[src/verilog/exec_defines.vh]
// Constants for the branch, skip and control execution block.
// Included by the execution core and its register bank; definitions only.
`ifndef EXEC_DEFINES_VH
`define EXEC_DEFINES_VH

// Opcode group fields (upper nibble).
`define GRP_IDLE      4'h0
`define GRP_SHORT     4'h3
`define GRP_LATCH     4'h7
`define GRP_LONG      4'hC
`define GRP_SEL_PC    4'hD
`define GRP_SEL_IDX   4'hE

// Opcode digit fields (lower nibble).
`define DIG_IDLE      4'h0
`define DIG_SKIP1     4'h8
`define DIG_LATCH_OFF 4'hA
`define DIG_LATCH_ON  4'hB
`define DIG_NOP       4'h4

// Reset values.
`define RST_LATCH     1'b0
`define RST_SEL       4'h0
`define RST_WORD      16'h0000

// Cycle counts of a long instruction: one fetch, two execute.
`define LONG_EXEC_CYCLES 2'h2

`endif

[src/verilog/pointer_bank.v]
// Sixteen 16-bit scratch pointers with one write port and two read ports.
// Assumes a single writer per cycle from the execution core.
`include "exec_defines.vh"
`timescale 1ns/10ps
module pointer_bank #(
	parameter WIDTH = 16,
	parameter COUNT = 16
) (
	input  wire               ref_clk,
	input  wire               arst_n,
	input  wire               wr_en,
	input  wire [3:0]         wr_idx,
	input  wire [WIDTH-1:0]   wr_data,
	input  wire [3:0]         rd_a_idx,
	output wire [WIDTH-1:0]   rd_a_data,
	input  wire [3:0]         rd_b_idx,
	output wire [WIDTH-1:0]   rd_b_data
);
	reg [WIDTH-1:0] word_ff [0:COUNT-1];
	genvar g;

	generate
		for (g = 0; g < COUNT; g = g + 1) begin : gen_word
			always @(posedge ref_clk or negedge arst_n) begin
				if (!arst_n)
					word_ff[g] <= `RST_WORD;
				else if (wr_en && wr_idx == g)
					word_ff[g] <= wr_data;
			end
		end
	endgenerate

	assign rd_a_data = word_ff[rd_a_idx];
	assign rd_b_data = word_ff[rd_b_idx];
endmodule // pointer_bank

[src/verilog/branch_skip_control_exec.v]
// Fetch/execute sequencer for long branches, skips and control instructions.
// Assumes program memory answers combinationally to mem_addr, and that the
// accumulator, carry_flag and interrupt_enable come from the rest of the core.
//
// Summary of operation
// - CA jumps long when accumulator nonzero
// - C3 jumps on carry, CB on no carry
// - C1 jumps on latch, C9 on no latch
// - Long instructions take fetch plus two executes
// - 38 skips one following byte
// - C8 skips two following bytes
// - Conditional long skips skip two when true
// - False long skip continues after opcode
// - 00 idles, driving memory at pointer zero
// - Acknowledged request ends idle, then resumes
// - C4 does nothing in three cycles
// - DN loads counter selector, jumps there
// - EN loads operand selector
// - 7B sets output latch
// - 7A clears output latch
// - Reset clears output latch
`include "exec_defines.vh"
`timescale 1ns/10ps
module branch_skip_control_exec #(
	parameter AW = 16
) (
	input  wire          ref_clk,
	input  wire          arst_n,
	input  wire [7:0]    mem_rdata,
	output reg  [AW-1:0] mem_addr,
	output reg  [7:0]    bus_data,
	output reg           bus_drive,
	input  wire [7:0]    accumulator,
	input  wire          carry_flag,
	input  wire          interrupt_enable,
	input  wire          irq_req,
	input  wire          dma_in_req,
	input  wire          dma_out_req,
	output reg           request_ack,
	input  wire          service_done,
	output reg           latch_q,
	output reg  [3:0]    counter_sel,
	output reg  [3:0]    operand_sel,
	output reg  [7:0]    opcode_ff,
	output reg           fetch_cycle,
	output reg           exec_cycle
);
	// -------------------------------------------------------------------
	// States
	// -------------------------------------------------------------------
	localparam ST_FETCH = 5'b00001;
	localparam ST_EXEC1 = 5'b00010;
	localparam ST_EXEC2 = 5'b00100;
	localparam ST_IDLE  = 5'b01000;
	localparam ST_SERV  = 5'b10000;

	reg  [4:0]    state_ff;
	reg  [4:0]    nxt_state;
	reg  [7:0]    hi_byte_ff;
	reg  [7:0]    nxt_hi_byte;
	reg  [7:0]    nxt_opcode;
	reg           nxt_latch;
	reg  [3:0]    nxt_counter_sel;
	reg  [3:0]    nxt_operand_sel;
	reg           wr_en;
	reg  [AW-1:0] wr_data;
	reg           req_pending;
	wire [AW-1:0] pc;
	wire [AW-1:0] ptr0;
	wire [3:0]    grp;
	wire [3:0]    dig;

	assign grp = opcode_ff[7:4];
	assign dig = opcode_ff[3:0];

	// -------------------------------------------------------------------
	// Decoding helpers
	// -------------------------------------------------------------------
	// Digit bit 3 inverts the sense; bits 1:0 pick the tested flag.
	function cond_true;
		input [3:0] d;
		input [7:0] acc;
		input       cy;
		input       q;
		reg         base;
		begin
			base = 1'b0;
			case (d[1:0])
				2'b00: base = 1'b1;
				2'b01: base = q;
				2'b10: base = (acc == 8'h00);
				default: base = cy;
			endcase
			cond_true = base ^ d[3];
		end
	endfunction

	// Skip forms test with inverted polarity and carry digits C and 4 as the
	// interrupt-enable test and the do-nothing code.
	function skip_true;
		input [3:0] d;
		input [7:0] acc;
		input       cy;
		input       q;
		input       ie;
		begin
			case (d)
				4'hE:    skip_true = (acc == 8'h00);
				4'h6:    skip_true = (acc != 8'h00);
				4'hF:    skip_true = cy;
				4'h7:    skip_true = ~cy;
				4'hD:    skip_true = q;
				4'h5:    skip_true = ~q;
				4'hC:    skip_true = ie;
				4'h8:    skip_true = 1'b1;
				default: skip_true = 1'b0;
			endcase
		end
	endfunction

	// Digit bit 2 set, or digit 8, marks the skip forms of group C.
	function is_skip_form;
		input [3:0] d;
		begin
			is_skip_form = d[2] | (d == 4'h8);
		end
	endfunction

	pointer_bank #(
		.WIDTH (AW),
		.COUNT (16)
	) u_bank (
		.ref_clk   (ref_clk),
		.arst_n    (arst_n),
		.wr_en     (wr_en),
		.wr_idx    (counter_sel),
		.wr_data   (wr_data),
		.rd_a_idx  (nxt_counter_sel),
		.rd_a_data (pc),
		.rd_b_idx  (4'h0),
		.rd_b_data (ptr0)
	);

	// -------------------------------------------------------------------
	// Sequencer
	// -------------------------------------------------------------------
	// The bank is indexed by the next selector so that a selector load takes
	// effect on the very next fetch address without a dead cycle.
	always @* begin
		nxt_state       = state_ff;
		nxt_opcode      = opcode_ff;
		nxt_hi_byte     = hi_byte_ff;
		nxt_latch       = latch_q;
		nxt_counter_sel = counter_sel;
		nxt_operand_sel = operand_sel;
		wr_en           = 1'b0;
		wr_data         = pc;
		req_pending     = irq_req | dma_in_req | dma_out_req;
		case (state_ff)
			ST_FETCH: begin
				nxt_opcode = mem_rdata;
				wr_en      = 1'b1;
				wr_data    = pc + {{(AW-1){1'b0}}, 1'b1};
				nxt_state  = ST_EXEC1;
			end
			ST_EXEC1: begin
				nxt_state = ST_FETCH;
				case (grp)
					`GRP_IDLE: begin
						if (dig == `DIG_IDLE)
							nxt_state = ST_IDLE;
					end
					`GRP_SHORT: begin
						if (dig == `DIG_SKIP1) begin
							wr_en   = 1'b1;
							wr_data = pc + {{(AW-1){1'b0}}, 1'b1};
						end
					end
					`GRP_LATCH: begin
						if (dig == `DIG_LATCH_ON)
							nxt_latch = 1'b1;
						else if (dig == `DIG_LATCH_OFF)
							nxt_latch = 1'b0;
					end
					`GRP_LONG: begin
						nxt_state = ST_EXEC2;
						if (!is_skip_form(dig) &&
						    cond_true(dig, accumulator, carry_flag, latch_q)) begin
							nxt_hi_byte = mem_rdata;
							wr_en       = 1'b1;
							wr_data     = pc + {{(AW-1){1'b0}}, 1'b1};
						end
					end
					`GRP_SEL_PC: begin
						nxt_counter_sel = dig;
					end
					`GRP_SEL_IDX: begin
						nxt_operand_sel = dig;
					end
					default: begin
					end
				endcase
			end
			ST_EXEC2: begin
				nxt_state = ST_FETCH;
				if (is_skip_form(dig)) begin
					if (skip_true(dig, accumulator, carry_flag, latch_q, interrupt_enable)) begin
						wr_en   = 1'b1;
						wr_data = pc + {{(AW-2){1'b0}}, 2'b10};
					end
				end else if (cond_true(dig, accumulator, carry_flag, latch_q)) begin
					wr_en   = 1'b1;
					wr_data = {hi_byte_ff, mem_rdata};
				end else begin
					wr_en   = 1'b1;
					wr_data = pc + {{(AW-2){1'b0}}, 2'b10};
				end
			end
			ST_IDLE: begin
				if (req_pending)
					nxt_state = ST_SERV;
			end
			ST_SERV: begin
				if (service_done)
					nxt_state = ST_FETCH;
			end
			default: nxt_state = ST_FETCH;
		endcase
	end

	always @(posedge ref_clk or negedge arst_n) begin
		if (!arst_n) begin
			state_ff    <= ST_FETCH;
			opcode_ff   <= 8'h00;
			hi_byte_ff  <= 8'h00;
			latch_q     <= `RST_LATCH;
			counter_sel <= `RST_SEL;
			operand_sel <= `RST_SEL;
			mem_addr    <= {AW{1'b0}};
			bus_data    <= 8'h00;
			bus_drive   <= 1'b0;
			request_ack <= 1'b0;
			fetch_cycle <= 1'b1;
			exec_cycle  <= 1'b0;
		end else begin
			state_ff    <= nxt_state;
			opcode_ff   <= nxt_opcode;
			hi_byte_ff  <= nxt_hi_byte;
			latch_q     <= nxt_latch;
			counter_sel <= nxt_counter_sel;
			operand_sel <= nxt_operand_sel;
			fetch_cycle <= (nxt_state == ST_FETCH);
			exec_cycle  <= (nxt_state == ST_EXEC1) | (nxt_state == ST_EXEC2) | (nxt_state == ST_IDLE);
			request_ack <= (state_ff == ST_IDLE) && req_pending;
			bus_drive   <= (nxt_state == ST_IDLE);
			bus_data    <= mem_rdata;
			// Pointer zero is addressed while idling; the counter otherwise.
			if (nxt_state == ST_IDLE)
				mem_addr <= ptr0;
			else if (wr_en && nxt_counter_sel == counter_sel)
				mem_addr <= wr_data;
			else
				mem_addr <= pc;
		end
	end
endmodule // branch_skip_control_exec

[config.mk]
export PLATFORM = sky130hd
export DESIGN_NAME = branch_skip_control_exec
export DESIGN_NICKNAME = d
export VERILOG_FILES = /design/src/verilog/pointer_bank.v /design/src/verilog/branch_skip_control_exec.v
export VERILOG_INCLUDE_DIRS = /design/src /design/src/verilog
export SDC_FILE = /design/constraint.sdc
export NUM_CORES = 1
export LEC_CHECK = 0
export ABC_AREA = 1
export CORE_ASPECT_RATIO = 1.1
export CORE_MARGIN = 4
export CORE_UTILIZATION = 58
export CTS_CLUSTER_SIZE = 24
export DETAILED_ROUTE_END_ITERATION = 8
export DONT_BUFFER_PORTS = 1
export PLACE_DENSITY_LB_ADDON = 0.12
export SKIP_CTS_REPAIR_TIMING = 1
export SLEW_MARGIN = 40
export SYNTH_ARGS = -nofsm -noshare
export SYNTH_HDL_FRONTEND = slang
export SYNTH_SLANG_ARGS = --single-unit
[constraint.sdc]
create_clock -name ref_clk -period 3.2 [get_ports ref_clk]
set_clock_uncertainty 0.05 [all_clocks]
set_input_delay 0.16 -clock ref_clk [delete_from_list [all_inputs] [get_ports ref_clk]]
set_output_delay 0.16 -clock ref_clk [all_outputs]
set_load 0.05 [all_outputs]
==> flow_summary.ini <==
[cells_and_area]
fin_nets = 2350
fin_util = 0.743
final_common_cell = nand2_1
layout.cells.non_filler = 2702
drive_above_1_share = 0.184
num_antenna_cells = 0
area_growth_pct = 25.8
final_cell_mix = nand2_1, nand3_1, dfrtp_1, buf_4, inv_1

[floorplan]
die-area_mm2 = 0.0303
io_pins = 69
num_rows = 63
die_x_um = 166
die_h_um = 182
start_util = 0.591
core_area_mm2 = 0.0270

[timing]
tns_ns = -37.81
setup_viol = 244
finalCritPeriodShare = 1.09
maxSlewHeadroom = 0.545
timing.final.ws_setup_ns = -0.299
whs_ns = -0.713
rsz0062_at_grt = yes
tightestPinTransition_ns = 0.681
clock.fmax_mhz = 286
hold_viol = 314
maxSlewViolCount = 0
min_period_ns = 3.50

[placement]
io_buffers = 0
hpwl_um = 36500
gp_congestion = 0.979
placedCellCount = 2589
dp_worst_setup_slack_ns = -0.196

[clocking]
cts.sinks = 314
tritoncts = yes
clockBufferDepth = 3
h-tree-depth = 2
clock_latency_ns = 0.52
clk_pin_slew_worst_paths_ns = 0.07
cts_buffers = 34
cts_root_buf = clkbuf_16

[global_route]
antenna_found_initial = 0
grt_pass1_vias = 15319
gr-total-overflow = 0
grtUsageTotal = 0.352
grt_pass1_wl_um = 85200
grt_max_degree = 315

[run]
drv_cap = 0

[power]
powerDensity_mw_per_mm2 = 1320
power_leakage_uw = 0.0103
vdd_drop_max_v = 0.000766
total_power_uw = 26500

[critical_path]
reg2reg_slack_ns = -0.30
endpoint_kind = register
worstSetupPathType = register to register
crit_arrival_ns = 3.85
timing.rr.start = state_ff[2]
timing.rr.end = u_bank.word_ff[79]
required_ns = 3.55
worstRegToRegCells = 21
critical_path.max_fanout = 10
startpoint_type = register

[route]
final_antenna_net_count = 0
num_vias = 16430
dr.pass1.iters = 6
first_iter_violations = 2264
wl_um = 58300
wl_per_cell_um = 21.6
drc = 0
via_per_inst = 6.08

[yosys]
ys_ff_latch = 314
async_reset_ff_frac = 1.00
yosysSeqAreaShare = 0.492
avgSynthCellArea_um2 = 7.37
netlist_instances = 2168
netlist_area_mm2 = 0.0160
synthFlopType = dfrtp_1
synth_edf_count = 0
synth_cell_types = 43
ys_warn_count = 0
syn_nets = 2194

[outcome]
status = finished, violations left
violations = negative hold slack, negative setup slack

[min_path]
hold_path_class = input port to async pin
## worst max-delay path: stages, from the launching register on
cell and delay (ns):
dfrtp_1 0.41, nor2_4 0.16, nand2_2 0.09, nor2_4 0.19, nand3_4 0.19, nand2_8 0.18, clkbuf_16 0.16, buf_6 0.14
nand2_1 0.06, nand3_1 0.13, nand3_1 0.11, nand3_1 0.14, nand2_4 0.12, nor2_2 0.15, buf_4 0.13, nand2_2 0.07
nor2_4 0.18, a21oi_1 0.14, nor2_4 0.24, nand2_4 0.17, nand3_2 0.09, nand2_1 0.07
## per-stage QoR
| stage | hold slack [ns] | cell area, µm² |
|---|---|---|
| detailed placement | -0.175 | 17700 |
| global placement | -0.176 | 17700 |
| finish | -0.713 | 20100 |
| CTS | -0.714 | 18700 |
| global route | -0.717 | 20100 |
| floorplan | -0.186 | 16000 |
## layer usage
| metal | track usage | wire length [µm] | vias up |
|---|---|---|---|
| met5 | 0 | 0 | - |
| met4 | 0.150 | 2970 | 0 |
| met1 | 0.474 | 21900 | 7781 |
| met2 | 0.560 | 26400 | 1149 |
| li1 | - | - | 7278 |
| met3 | 0.0719 | 7000 | 222 |
## how the worst max path moves through the flow
stage            startpoint             endpoint  depth (start not counted)
2_1_floorplan  opcode_ff[5]  u_bank.word_ff[234]                         23
3_3_place_gp    state_ff[3]         mem_addr[13]                         21
3_5_place_dp    state_ff[3]  u_bank.word_ff[111]                         23
4_1_cts         state_ff[3]  u_bank.word_ff[111]                         23
5_1_grt         state_ff[2]   u_bank.word_ff[79]                         21
6_report        state_ff[2]   u_bank.word_ff[79]                         21
## cell families after synthesis
logic type               Yosys count  share of synthesized area
AO/OA/AOI/OAI                    121                     0.0417
adder cells (fa/ha/maj)            2                    0.00157
buffers and inverters            213                     0.0612
flip-flops                       314                      0.492
multiplexers                       3                    0.00211
AND/OR/NAND/NOR                 1515                      0.401
## Yosys cell counts, types with 2 or more instances
cell type  count  share of area
nor2_2        10         0.0039
nor2_1        53          0.012
o21ai_0       55          0.017
buf_2         37          0.012
a21oi_1       17         0.0053
inv_2         14         0.0033
nor3_1         7         0.0022
nand2_2       12         0.0047
nand2_1      999           0.23
clkinv_1       2        0.00047
clkbuf_1      45          0.011
buf_6         10         0.0070
dfstp_2        2         0.0033
o21ai_1       29         0.0091
ha_1           2         0.0016
a31oi_1        4         0.0016
o22ai_1        5         0.0020
buf_1          3        0.00070
dfrtp_1      312           0.49
nand3_2        4         0.0025
nand4_1        4         0.0016
o211ai_1       4         0.0019
inv_1         87          0.020
buf_4         15         0.0070
nand3_1      409           0.13
mux2_2         3         0.0021
nor2_4         5         0.0035
nor4_1         2        0.00078
nand2_4        3         0.0021
## registers in the layout, indices dropped and copies added (netlist names)
name and flops:
mem_addr 16, bus_drive 1, hi_byte_ff 8, operand_sel 4, u_bank.word_ff 256, latch_q 1, fetch_cycle 1, exec_cycle 1
counter_sel 4, opcode_ff 8, state_ff 5, request_ack 1, bus_data 8
## area by class of cell
cell class,instances,area (µm²)
fillers,2052,6940
repair buffers,225,2600
clock inverters,5,36.3
inverters,103,404
multi-input cells,1646,7750
flip-flops and latches,314,7870
clock buffers,52,988
well taps,357,447
## power by group
group	total, µW	switching (µW)	leakage (µW)	internal (µW)
logic	16000	9850	0.00569	6110
registers	6830	1390	0.00415	5440
clock network	3720	1600	0.000505	2120
total	26500	12800	0.0103	13700
No activity file was read; power rests on OpenSTA's default activity.
